===== src/common/char_regs_defs.svh =====
// constants for the characteristics register bank and its host port
`ifndef CHAR_REGS_DEFS_SVH
`define CHAR_REGS_DEFS_SVH
`define OFS_W 9
`define DAT_W 8
`define OFS_BUS_CAP 9'h000
`define OFS_DEV_TYPE 9'h001
`define OFS_LEGACY 9'h002
`define OFS_ODR 9'h003
`define OFS_INT_STATUS 9'h004
`define OFS_INT_ENABLE 9'h005
`define ROLE_HI 7
`define ROLE_LO 6
`define ROLE_SLAVE 2'h0
`define ROLE_MASTER 2'h1
`define BIT_HDR 5
`define BIT_BRIDGE 4
`define BIT_OFFLINE 3
`define BIT_IBI_PAYLOAD 2
`define BIT_IBI_REQ 1
`define BIT_SPEED_LIM 0
`define LEG_IDX_HI 7
`define LEG_IDX_LO 5
`define LEG_IDX_MAX 3'h2
`define LEG_MODE_BIT 4
`define DEV_TYPE_RST 8'h00
`define BUS_CAP_RST 8'h00
`define LEGACY_RST 8'h00
`define ODR_RST 8'h00
`define INT_RST 2'h0
`define EDGE_Q_RST 1'b1
`define INT_TX_EMPTY 0
`define INT_RX_FULL 1
`define BYTE_ZERO 8'h00
`endif


===== src/common/char_port_if.sv =====
// native request/ready register port joining host and device
`timescale 1ns/1ps
`default_nettype none
`include "char_regs_defs.svh"
interface char_port_if;
    logic request;
    logic wr_rdn;
    logic [`OFS_W-1:0] offset;
    logic [`DAT_W-1:0] wdata;
    logic [`DAT_W-1:0] rdata;
    logic rdata_valid;
    logic ready;
    logic irq;
    modport device (input request, wr_rdn, offset, wdata,
        output rdata, rdata_valid, ready, irq);
    modport host (output request, wr_rdn, offset, wdata,
        input rdata, rdata_valid, ready, irq);
endinterface : char_port_if
`default_nettype wire


===== src/rtl/char_regs_device.sv =====
// characteristics descriptor bank with native host port and interrupt
// Summary of operation
// - role bits 7:6, hdr-ddr capability bit 5
// - bit 4 marks a bridge device
// - bit 3 marks an offline-capable device
// - bit 2 says ibi carries payload bytes
// - bit 1 ibi capable, bit 0 speed limited
// - capability and type bytes read-only, exported
// - type byte is class code, default zero
// - legacy bits 7:5 index, above two reserved
// - legacy bit 4 picks fm; 3:0 reserved
// - legacy descriptors delivered before bus configured
// - host drives direction high write, low read
// - read valid pulses when read data valid
// - ready low means wait; host holds off
// - port reset restores every register default
// - interrupt level high while enabled event pending
// - nine offset bits and eight data bits
// - only the native host interface is built
// - eight-bit output data rate in ksps
// - interrupt on tx empty or rx full
`timescale 1ns/1ps
`default_nettype none
`include "char_regs_defs.svh"
module char_regs_device #(
    parameter logic [1:0] ROLE = `ROLE_MASTER,
    parameter logic HDR_CAPABLE = 1'b1,
    parameter logic IS_BRIDGE = 1'b0,
    parameter logic OFFLINE_CAPABLE = 1'b0,
    parameter logic IBI_PAYLOAD = 1'b1,
    parameter logic IBI_CAPABLE = 1'b1,
    parameter logic SPEED_LIMITED = 1'b1,
    parameter logic [7:0] DEVICE_TYPE = `DEV_TYPE_RST
) (
    input wire logic mclk_in,
    input wire logic rst_n_in,
    char_port_if.device port,
    input wire logic [`DAT_W-1:0] legacy_descriptor_in,
    input wire logic legacy_load_in,
    input wire logic tx_empty_in,
    input wire logic rx_full_in,
    input wire logic [`DAT_W-1:0] output_data_rate_in,
    output logic [`DAT_W-1:0] bus_capability_out,
    output logic [`DAT_W-1:0] device_type_out,
    output logic [`DAT_W-1:0] legacy_descriptor_out,
    output logic [`DAT_W-1:0] output_data_rate_out
);
    ////////////////////////////////////////////////////////////////////
    logic [`DAT_W-1:0] bus_capability_byte;
    logic [`DAT_W-1:0] device_type_byte;
    logic [`DAT_W-1:0] legacy_device_descriptor;
    logic [`DAT_W-1:0] output_data_rate;
    logic [1:0] int_status;
    logic [1:0] int_enable;
    logic tx_empty_q;
    logic rx_full_q;
    logic [`DAT_W-1:0] next_rdata;
    logic do_write;
    logic do_read;

    // legacy bytes with a reserved index are forced to zero
    function automatic logic [`DAT_W-1:0] clean_legacy(
        input logic [`DAT_W-1:0] raw);
        logic [`DAT_W-1:0] v;
        v = `BYTE_ZERO;
        if (raw[`LEG_IDX_HI:`LEG_IDX_LO] <= `LEG_IDX_MAX) begin
            v[`LEG_IDX_HI:`LEG_IDX_LO] = raw[`LEG_IDX_HI:`LEG_IDX_LO];
            v[`LEG_MODE_BIT] = raw[`LEG_MODE_BIT];
        end
        return v;
    endfunction : clean_legacy

    // a request only counts while ready is high
    assign do_write = port.request && port.ready && port.wr_rdn;
    assign do_read = port.request && port.ready && !port.wr_rdn;

    ////////////////////////////////////////////////////////////////////
    always_ff @(posedge mclk_in) begin
        if (!rst_n_in) begin
            bus_capability_byte <= `BUS_CAP_RST;
            device_type_byte <= `DEV_TYPE_RST;
        end else begin
            bus_capability_byte[`ROLE_HI:`ROLE_LO] <= ROLE;
            bus_capability_byte[`BIT_HDR] <= HDR_CAPABLE;
            bus_capability_byte[`BIT_BRIDGE] <= IS_BRIDGE;
            bus_capability_byte[`BIT_OFFLINE] <= OFFLINE_CAPABLE;
            bus_capability_byte[`BIT_IBI_PAYLOAD] <= IBI_PAYLOAD;
            bus_capability_byte[`BIT_IBI_REQ] <= IBI_CAPABLE;
            bus_capability_byte[`BIT_SPEED_LIM] <= SPEED_LIMITED;
            device_type_byte <= DEVICE_TYPE;
        end
    end

    // descriptor comes from the controlling entity, not the host port
    always_ff @(posedge mclk_in) begin
        if (!rst_n_in) begin
            legacy_device_descriptor <= `LEGACY_RST;
        end else if (legacy_load_in) begin
            legacy_device_descriptor <= clean_legacy(legacy_descriptor_in);
        end
    end

    always_ff @(posedge mclk_in) begin
        if (!rst_n_in) begin
            output_data_rate <= `ODR_RST;
        end else begin
            output_data_rate <= output_data_rate_in;
        end
    end

    ////////////////////////////////////////////////////////////////////
    always_ff @(posedge mclk_in) begin
        if (!rst_n_in) begin
            int_enable <= `INT_RST;
        end else if (do_write && port.offset == `OFS_INT_ENABLE) begin
            int_enable <= port.wdata[1:0];
        end
    end

    always_ff @(posedge mclk_in) begin
        if (!rst_n_in) begin
            // high so a flag already up at reset makes no false edge
            tx_empty_q <= `EDGE_Q_RST;
            rx_full_q <= `EDGE_Q_RST;
        end else begin
            tx_empty_q <= tx_empty_in;
            rx_full_q <= rx_full_in;
        end
    end

    // rising edge sets; write one clears; a set in the same cycle wins
    always_ff @(posedge mclk_in) begin
        if (!rst_n_in) begin
            int_status <= `INT_RST;
        end else begin
            for (int i = 0; i < 2; i++) begin
                if (do_write && port.offset == `OFS_INT_STATUS &&
                    port.wdata[i]) begin
                    int_status[i] <= 1'b0;
                end
            end
            if (tx_empty_in && !tx_empty_q) begin
                int_status[`INT_TX_EMPTY] <= 1'b1;
            end
            if (rx_full_in && !rx_full_q) begin
                int_status[`INT_RX_FULL] <= 1'b1;
            end
        end
    end

    always_ff @(posedge mclk_in) begin
        if (!rst_n_in) begin
            port.irq <= 1'b0;
        end else begin
            port.irq <= |(int_status & int_enable);
        end
    end

    ////////////////////////////////////////////////////////////////////
    always_comb begin
        next_rdata = `BYTE_ZERO;
        if (port.offset == `OFS_BUS_CAP) begin
            next_rdata = bus_capability_byte;
        end else if (port.offset == `OFS_DEV_TYPE) begin
            next_rdata = device_type_byte;
        end else if (port.offset == `OFS_LEGACY) begin
            next_rdata = legacy_device_descriptor;
        end else if (port.offset == `OFS_ODR) begin
            next_rdata = output_data_rate;
        end else if (port.offset == `OFS_INT_STATUS) begin
            next_rdata = {6'h00, int_status};
        end else if (port.offset == `OFS_INT_ENABLE) begin
            next_rdata = {6'h00, int_enable};
        end
    end

    // one wait state after each request; reads answer on that cycle
    always_ff @(posedge mclk_in) begin
        if (!rst_n_in) begin
            port.ready <= 1'b0;
            port.rdata_valid <= 1'b0;
            port.rdata <= `BYTE_ZERO;
        end else begin
            port.ready <= !(do_write || do_read);
            port.rdata_valid <= do_read;
            if (do_read) begin
                port.rdata <= next_rdata;
            end
        end
    end

    always_ff @(posedge mclk_in) begin
        if (!rst_n_in) begin
            bus_capability_out <= `BUS_CAP_RST;
            device_type_out <= `DEV_TYPE_RST;
            legacy_descriptor_out <= `LEGACY_RST;
            output_data_rate_out <= `ODR_RST;
        end else begin
            bus_capability_out <= bus_capability_byte;
            device_type_out <= device_type_byte;
            legacy_descriptor_out <= legacy_device_descriptor;
            output_data_rate_out <= output_data_rate;
        end
    end
endmodule : char_regs_device
`default_nettype wire


===== src/flat_wrapper.sv =====
// flat-port wrapper written by rule: the top's interface ports become plain ports
module char_regs_device_flat 
#(
    parameter logic [1:0] ROLE = `ROLE_MASTER,
    parameter logic HDR_CAPABLE = 1'b1,
    parameter logic IS_BRIDGE = 1'b0,
    parameter logic OFFLINE_CAPABLE = 1'b0,
    parameter logic IBI_PAYLOAD = 1'b1,
    parameter logic IBI_CAPABLE = 1'b1,
    parameter logic SPEED_LIMITED = 1'b1,
    parameter logic [7:0] DEVICE_TYPE = `DEV_TYPE_RST
)
  (mclk_in, rst_n_in, legacy_descriptor_in, legacy_load_in, tx_empty_in, rx_full_in, output_data_rate_in, bus_capability_out, device_type_out, legacy_descriptor_out, output_data_rate_out, port_request, port_wr_rdn, port_offset, port_wdata, port_rdata, port_rdata_valid, port_ready, port_irq);
  char_port_if port_i ();
  input wire logic mclk_in;
  input wire logic rst_n_in;
  input wire logic [`DAT_W-1:0] legacy_descriptor_in;
  input wire logic legacy_load_in;
  input wire logic tx_empty_in;
  input wire logic rx_full_in;
  input wire logic [`DAT_W-1:0] output_data_rate_in;
  output logic [`DAT_W-1:0] bus_capability_out;
  output logic [`DAT_W-1:0] device_type_out;
  output logic [`DAT_W-1:0] legacy_descriptor_out;
  output logic [`DAT_W-1:0] output_data_rate_out;
  input wire logic [$bits(port_i.request)-1:0] port_request;
  input wire logic [$bits(port_i.wr_rdn)-1:0] port_wr_rdn;
  input wire logic [$bits(port_i.offset)-1:0] port_offset;
  input wire logic [$bits(port_i.wdata)-1:0] port_wdata;
  output wire logic [$bits(port_i.rdata)-1:0] port_rdata;
  output wire logic [$bits(port_i.rdata_valid)-1:0] port_rdata_valid;
  output wire logic [$bits(port_i.ready)-1:0] port_ready;
  output wire logic [$bits(port_i.irq)-1:0] port_irq;
  assign port_i.request = port_request;
  assign port_i.wr_rdn = port_wr_rdn;
  assign port_i.offset = port_offset;
  assign port_i.wdata = port_wdata;
  assign port_rdata = port_i.rdata;
  assign port_rdata_valid = port_i.rdata_valid;
  assign port_ready = port_i.ready;
  assign port_irq = port_i.irq;
  char_regs_device #(.ROLE(ROLE), .HDR_CAPABLE(HDR_CAPABLE), .IS_BRIDGE(IS_BRIDGE), .OFFLINE_CAPABLE(OFFLINE_CAPABLE), .IBI_PAYLOAD(IBI_PAYLOAD), .IBI_CAPABLE(IBI_CAPABLE), .SPEED_LIMITED(SPEED_LIMITED), .DEVICE_TYPE(DEVICE_TYPE)) u_core (.mclk_in(mclk_in), .rst_n_in(rst_n_in), .port(port_i), .legacy_descriptor_in(legacy_descriptor_in), .legacy_load_in(legacy_load_in), .tx_empty_in(tx_empty_in), .rx_full_in(rx_full_in), .output_data_rate_in(output_data_rate_in), .bus_capability_out(bus_capability_out), .device_type_out(device_type_out), .legacy_descriptor_out(legacy_descriptor_out), .output_data_rate_out(output_data_rate_out));
endmodule

===== config.mk =====
export PLATFORM = sky130hd
export DESIGN_NAME = char_regs_device_flat
export DESIGN_NICKNAME = d
export VERILOG_FILES = /design/src/common/char_port_if.sv /design/src/rtl/char_regs_device.sv /design/src/flat_wrapper.sv
export VERILOG_INCLUDE_DIRS = /design/src /design/src/common
export SDC_FILE = /design/constraint.sdc
export NUM_CORES = 1
export LEC_CHECK = 0
export BUFFER_PORTS_ARGS = -buffer_cell sky130_fd_sc_hd__buf_4
export CORE_MARGIN = 4
export CORE_UTILIZATION = 40
export CTS_BUF_LIST = sky130_fd_sc_hd__clkbuf_4 sky130_fd_sc_hd__clkbuf_8 sky130_fd_sc_hd__clkbuf_16
export DETAILED_ROUTE_END_ITERATION = 7
export MAX_ROUTING_LAYER = met4
export PLACE_DENSITY = 0.71
export SETUP_SLACK_MARGIN = 0.5
export SLEW_MARGIN = 20
export SYNTH_ARGS = -nofsm -noshare
export SYNTH_HDL_FRONTEND = slang
export SYNTH_SLANG_ARGS = --single-unit

===== constraint.sdc =====
create_clock -name mclk_in -period 1.9 [get_ports mclk_in]
set_input_delay 0.095 -clock mclk_in [delete_from_list [all_inputs] [get_ports mclk_in]]
set_output_delay 0.095 -clock mclk_in [all_outputs]
set_load 0.005 [all_outputs]

# Yosys cells after proc, flatten, opt, wreduce, memory -nomap -nowiden
# Index checks and enable logic that the tools add are counted.
# word_totals
register_bits	55
out_inout_bits	43
wordCells	52
# op_classes
n_lt_le_gt_ge	1
eq_ne	5
n_mux	12
bitwise	1
reduce_logical	18
# op_table
operator	n
$mux 8	5
$eq 9x2->1 const B	2
$eq 9x3->1 const B	2
$eq 9x1->1 const B	1
$logic_and 1x1->1	9
$logic_not 9->1	1
$mux 7	1
$logic_not 1->1	4
$mux 1	4
$mux 4	1
$reduce_bool 2->1	2
$le 3x2->1 const B	1
$and 2x2->2	1
$mux 2	1
$reduce_or 2->1	1
$logic_or 1x1->1	1

# Logic depth before layout (Yosys ltp)
# Gate-level depths: netlist (run 1).
# depth
word_depth	7
mapped_depth	4
depth_no_buf	3

# Worst setup path after synthesis (run 1)
# No wires, ideal clock.
# synth_timing
kind	input to register
from	input port_offset[8]
to	register u_core.port.rdata[4]
setup_time_ns	0.088
arrival_ns	1.343
path_slack_ns	0.470
path_stages	3
cell_sequence	or4_4 > or4_4 > o31ai_1
# synth_between
elab_chain_len	5
# synth_lines
element	line_no	rtl
start, declared	flat_wrapper.sv:28	input wire logic [$bits(port_i.offset)-1:0] port_offset;
$eq 9x2->1 (no line)	n/a	
$mux 8	char_regs_device.sv:168	end else if (port.offset == `OFS_ODR) begin
$mux 8	char_regs_device.sv:166	end else if (port.offset == `OFS_LEGACY) begin
$mux 8	char_regs_device.sv:164	end else if (port.offset == `OFS_DEV_TYPE) begin
$mux 8 (*)	char_regs_device.sv:162	if (port.offset == `OFS_BUS_CAP) begin
end signal, assigned	char_regs_device.sv:182	port.rdata <= `BYTE_ZERO;
end signal, assigned	char_regs_device.sv:187	port.rdata <= next_rdata;
end, declared	char_port_if.sv:15	output rdata, rdata_valid, ready, irq);
# Mark *: on every way between the ends. The rest lies on a longest branch, timed or not.
# A chain may end at the register's enable or synchronous reset.

==> results of run 1 <==
## state kept, by name (all words and copies together), names as in the netlist, 2 cells and up
register	flops
u_core.output_data_rate_out	8
u_core.port.rdata	8
u_core.output_data_rate	8
u_core.legacy_descriptor_out	4
u_core.legacy_device_descriptor	4
u_core.int_enable	2
u_core.int_status	2
## per-layer routing
layer  vias up  routed length (microns)
li1        680                        -
met1       589                     1540
met2        49                     1660
met3         7                      318
met4         0                       63
met5         -                        0
## logic make-up after synthesis
| logic type | Yosys count | share of synthesized area (%) |
|---|---|---|
| AO/OA/AOI/OAI | 22 | 8.74 |
| buffers and inverters | 27 | 9.96 |
| flip-flops | 43 | 49.7 |
| multiplexers | 8 | 4.77 |
| other | 1 | 0.216 |
| AND/OR/NAND/NOR | 74 | 26.6 |
## layout make-up
cell class              count  area [sq um]  share of cell area, %
multi-input cells         119           758                   33.7
flip-flops and latches     43           861                   38.3
well taps                  50          62.6                   2.78
repair buffers             62           475                   21.1
clock buffers               6          76.3                   3.39
clock inverters             2          12.5                  0.556
inverters                   1          3.75                  0.167
## critical path: stages
cell	delay, ns
dlygate4sd3_1	0.54
buf_4	0.14
buf_4	0.32
nand2_1	0.15
o31ai_1	0.25
## power by group
group	leakage (nW)	total [mW]	switching [mW]	internal (mW)
Sequential	0.352	0.942	0.0144	0.928
Combinational	0.594	0.172	0.0739	0.0981
Clock	0.0446	0.571	0.300	0.271
## synth_stat cells, types with 3 or more instances
cell	instances	area (sq um)
buf_4	19	143
clkbuf_1	6	22.5
nor2b_1	11	68.8
a21oi_1	3	15.0
o31ai_1	5	37.5
and2_1	22	138
dfxtp_1	43	861
nand2_1	11	41.3
mux2i_1	6	60.1
nand2b_1	4	25.0
o21ai_0	4	20.0
nor4_1	3	18.8
nand3_1	7	35.0
a21boi_0	3	22.5
## final timing paths
kind	startpoint	end	slack, ns	cells after the start
max reg2reg	u_core.port.ready$_SDFF_PN0_	u_core.int_enable[1]$_SDFFE_PN0P_	0.72	3
min reg2reg	u_core.output_data_rate[0]$_SDFF_PN0_	u_core.output_data_rate_out[0]$_SDFF_PN0_	0.45	1
max	rst_n_in	u_core.port.rdata[1]$_SDFFE_PN0P_	0.61	5
min	output_data_rate_in[7]	u_core.output_data_rate[7]$_SDFF_PN0_	0.006	2
## per-stage QoR
stage | cell area, sq um | total power [mW] | setup WS [ns] | std cells
final | 2250 | 1.69 | 0.610 | 283
after global routing | 2250 | 1.77 | 0.505 | 283
after CTS | 2230 | 1.70 | 0.596 | 282
after detailed placement | 2110 | 1.13 | 0.289 | 271
after global placement | 2110 | 1.13 | 0.305 | 271
after floorplan | 1790 | 1.06 | 0.503 | 189
## timing repair
action	CTS	global route
hold buffers	3	1
hold endpoints to repair	3	1
resized for setup	0	1
setup endpoints to repair	0	2
==> flow_metrics.tcl, run 1 <==
set metrics [dict create \
    grt_max_degree 42 \
    fmax_ghz 0.775 \
    grt_pass1_wl_microns 5660 \
    crit_required_ns 2.11 \
    insertion_delay_ns 0.29 \
    drc 0 \
    async_flop_share_pct 0 \
    dieArea_sq_um 5450 \
    p_leak_nw 0.991 \
    ir_drop_mv 0.432 \
    drt_iter0_markers 73 \
    skew_ns 0.00434 \
    cts_buffers 5 \
    worstSetupPathType "in -> reg" \
    status "completed" \
    clockBufferDepth 2 \
    layout_commonest_cell "buf_4" \
    clock-sinks 43 \
    routedWlPerCell_microns 12.7 \
    antenna_left 0 \
    setup_tns_ns 0 \
    clkTransAtPathRegs_ns 0.08 \
    gr-total-overflow 0 \
    core_area_sq_um 4090 \
    die_h_microns 73.8 \
    worst_slew_pin_slew_ns 0.500 \
    cts-root-buf "clkbuf_8" \
    initial_utilization_pct 42.4 \
    worstPathMaxFanout 41 \
    wl_microns 3580 \
    finalHoldViolCount 0 \
    powerDensity_nw_per_um2 749 \
    synth_cell_types 34 \
    yosysSeqAreaShare_pct 49.7 \
    die_w_microns 73.8 \
    post_drt_via_cell_ratio 4.68 \
    antenna_found_initial 0 \
    cts_tree "yes" \
    postCtsSetupRepairBufs 0 \
    hold_slack_ns 0.00606 \
    place_congestion 0.827 \
    grt_pass1_vias 1291 \
    startpoint_type "input pin" \
    netlist_instances 175 \
    io_pins 83 \
    drive_above_1_share_pct 30.9 \
    layout_common_cells "58 x buf_4, 43 x dfxtp_1, 22 x and2_1, 15 x conb_1" \
    antenna_cells 0 \
    cp-end-kind "flop" \
    vias 1325 \
    use_met3_pct 5.47 \
    slew_headroom_pct 66.4 \
    grt_use_total_pct 14.1 \
    hold_path_class "in -> reg" \
    port_buffers 57 \
    maxCapViolations 0 \
    fill_cells 393 \
    ys_ff_latch 43 \
    ys.flop_type "dfxtp_1" \
    synth-edff-count 0 \
    grt_busiest_layer "met2" \
    yosysWarnings 0 \
    setup_viol 0 \
    dr.pass1.iters 4 \
    post-route-util_pct 55.1 \
    use_met2_pct 21.6 \
    syn_area_sq_um 1730 \
    fin_crit_ns 1.29 \
    fp-row-count 23 \
    layout-area-overhead-vs-synth_pct 29.8 \
    grt_use_met1_pct 16.6 \
    cp_data_arrival_time_ns 1.50 \
    syn_avg_cell_area_sq_um 9.90 \
    finalMaxSlewViolations 0 \
    nets 272 \
    htree_num_levels 2 \
    dp_hpwl_microns 2610 \
    rsz0062_at_grt "no" \
    fin_crit_sh_pct 67.9 \
]
Note: power is estimated with default switching activity, not from simulation.
==> run 2: changes to the inputs <==
- ABC_AREA: default -> 1
- PLACE_DENSITY: 0.71 -> 0.72
- clock period: 1.9 -> 1.05 ns (I/O delays scaled with it)
==> flow_metrics.tcl, run 2 <==
set metrics [dict create \
    reg2reg_from "u_core.port.ready$_SDFF_PN0_" \
    crit_path_start "u_core.port.ready$_SDFF_PN0_" \
    yosysTopAreaCell "dfxtp_1" \
    finalMaxSlewViolations 0 \
    internal_power_mw 2.33 \
    syn_area_sq_um 1840 \
    fin_crit_ns 0.988 \
    wl_microns 4100 \
    p_leak_nw 1.32 \
    synth-edff-count 0 \
    antenna_left 0 \
    post_drt_via_cell_ratio 4.46 \
    yosys.area_share.simple_pct 27.3 \
    layout_commonest_cell "nand2_1" \
    synth_cell_types 28 \
    core_area_sq_um 4410 \
    yosys-top-cells-area "dfxtp_1 47%, nand2_1 12%, inv_1 8.5%" \
    grt_use_total_pct 14.8 \
    gr-total-overflow 0 \
    port_buffers 57 \
    insertion_delay_ns 0.30 \
    ir_drop_mv 0.868 \
    crit_required_ns 1.28 \
    fill_cells 427 \
    clockBufferDepth 2 \
    clkTransAtPathRegs_ns 0.08 \
    ys.flop_type "dfxtp_1" \
    fin_crit_sh_pct 94.1 \
    vias 1586 \
    synth_compound_area_share_pct 7.73 \
    drt_iter0_markers 62 \
    synthMuxAreaShare_pct 0 \
    place_congestion 0.811 \
    status "complete, but fails checks" \
    setup_viol 0 \
    grt_pass1_vias 1553 \
    ys_ff_latch 43 \
    p_total_mw 3.09 \
    finalHoldViolCount 15 \
    p_comb_share_pct 11.6 \
    syn_avg_cell_area_sq_um 7.75 \
    antenna_cells 0 \
    cts-root-buf "clkbuf_8" \
    dr.pass1.iters 4 \
    startpoint_type "flop" \
    htree_num_levels 2 \
    synth_top_area_share_pct 46.7 \
    synth_common_cells "57 x nand2_1, 43 x dfxtp_1, 42 x inv_1" \
    switchingPower_mw 0.766 \
    dp_hpwl_microns 2960 \
    async_flop_share_pct 0 \
    skew_ns 0.00687 \
    setup_tns_ns 0 \
    nets 344 \
    hold_slack_ns -0.0696 \
    fp-row-count 24 \
    netlist_instances 238 \
    layout-area-overhead-vs-synth_pct 41.0 \
    drc 0 \
    cp-end-kind "flop" \
    r2r_cells 6 \
    seq_area_sq_um 903 \
    dieArea_sq_um 5760 \
    antenna_found_initial 0 \
    io_pins 83 \
    worstPathMaxFanout 8 \
    die_w_microns 75.9 \
    grt_pass1_wl_microns 6830 \
    pwr-share-seq_pct 55.6 \
    switching_share_pct 24.8 \
    cts_buffers 5 \
    layout_common_cells "51 x nand2_1, 42 x buf_4, 39 x inv_1, 28 x dfxtp_2, 27 x buf_6" \
    worstSetupPathType "reg -> reg" \
    synth_top_family_by_area "simple AND/OR/NAND/NOR gates" \
    p_clk_share_pct 32.8 \
    powerDensity_nw_per_um2 1190 \
    clock-sinks 43 \
    grt_max_degree 28 \
    hold_path_class "in -> reg" \
    rsz0062_at_grt "yes" \
    drive_above_1_share_pct 46.7 \
    violations "negative hold slack" \
    initial_utilization_pct 41.8 \
    whs_path_depth 3 \
    die_h_microns 75.9 \
    synth_xor_area_share_pct 0 \
    synth_adder_area_share_pct 0 \
    yosysWarnings 0 \
    yosysMostFrequentCell "nand2_1" \
    fmax_ghz 1.01 \
    cts_tree "yes" \
    yosysSeqAreaShare_pct 46.7 \
    multi_input_area_sq_um 759 \
    routedWlPerCell_microns 11.5 \
    cp_data_arrival_time_ns 1.22 \
    maxCapViolations 0 \
    hp-start "output_data_rate_in[5]" \
    top_regs "u_core.output_data_rate x8, u_core.output_data_rate_out x8, u_core.port.rdata x8" \
]
run 2: metrics by stage:
stage                     setup slack, ns  instance area, sq um  instances  util (%)
after floorplan                     0.150                  1960        252         -
after global placement            -0.0300                  2270        339      51.4
after detailed placement          -0.0685                  2270        339      51.4
after CTS                          0.0613                  2510        353      56.9
after global routing              -0.0286                  2600        356      58.9
final                              0.0618                  2600        356      58.9
run 2: path summary, 6_finish.rpt:
check             slack, ns                                         to
hold reg to reg        0.43  u_core.output_data_rate_out[0]$_SDFF_PN0_
hold / removal        -0.07      u_core.output_data_rate[5]$_SDFF_PN0_
setup reg to reg       0.06          u_core.port.rdata[1]$_SDFFE_PN0P_
setup / recovery       0.06          u_core.port.rdata[1]$_SDFFE_PN0P_
run 2: final cells by class:
class	count	area share, %
sequential	43	34.7
multi-input combinational	142	29.2
timing repair buffer	69	23.8
inverter	43	6.59
clock buffer	5	2.65
tap	52	2.50
clock inverter	2	0.529
run 2: repair_timing:
action / CTS / global route
setup buffers: 7 / 3
gates resized for setup: 42 / 30
endpoints found under the hold margin: 15 / 15
pin swaps: 2 / 5
cloned: 0 / 0
endpoints found under the setup margin: 45 / 53
run 2: power by group through the flow:
stage	clock, mW	combinational, mW	sequential (mW)
final	1.01	0.359	1.72
after global routing	1.11	0.401	1.72
after CTS	1.05	0.341	1.71
after detailed placement	0	0.307	1.75
after global placement	0	0.303	1.75
after floorplan	0	0.207	1.75
run 2: worst max-delay path, stage by stage, from the launching register on:
cell      delay [ns]
dfxtp_4         0.37
nand3_4         0.13
clkinv_4        0.12
nand2_2         0.06
inv_2           0.06
nand2_2         0.04
a21oi_2         0.13
run 2: kinds of logic (layout without fill, tap and decap cells):
| family | after synthesis | after routing |
|---|---|---|
| AND/OR/NAND/NOR | 104 | 104 |
| buffers and inverters | 67 | 119 |
| flip-flops | 43 | 43 |
| AO/OA/AOI/OAI | 23 | 23 |
| other | 1 | 15 |
run 2: layer usage:
layer	share of wire, %	wire [microns]	GRT usage, %
met1	39	1600	16.1
met2	52	2140	24.9
met3	6.9	284	4.38
met4	1.9	78	6.41
met5	0	0	-
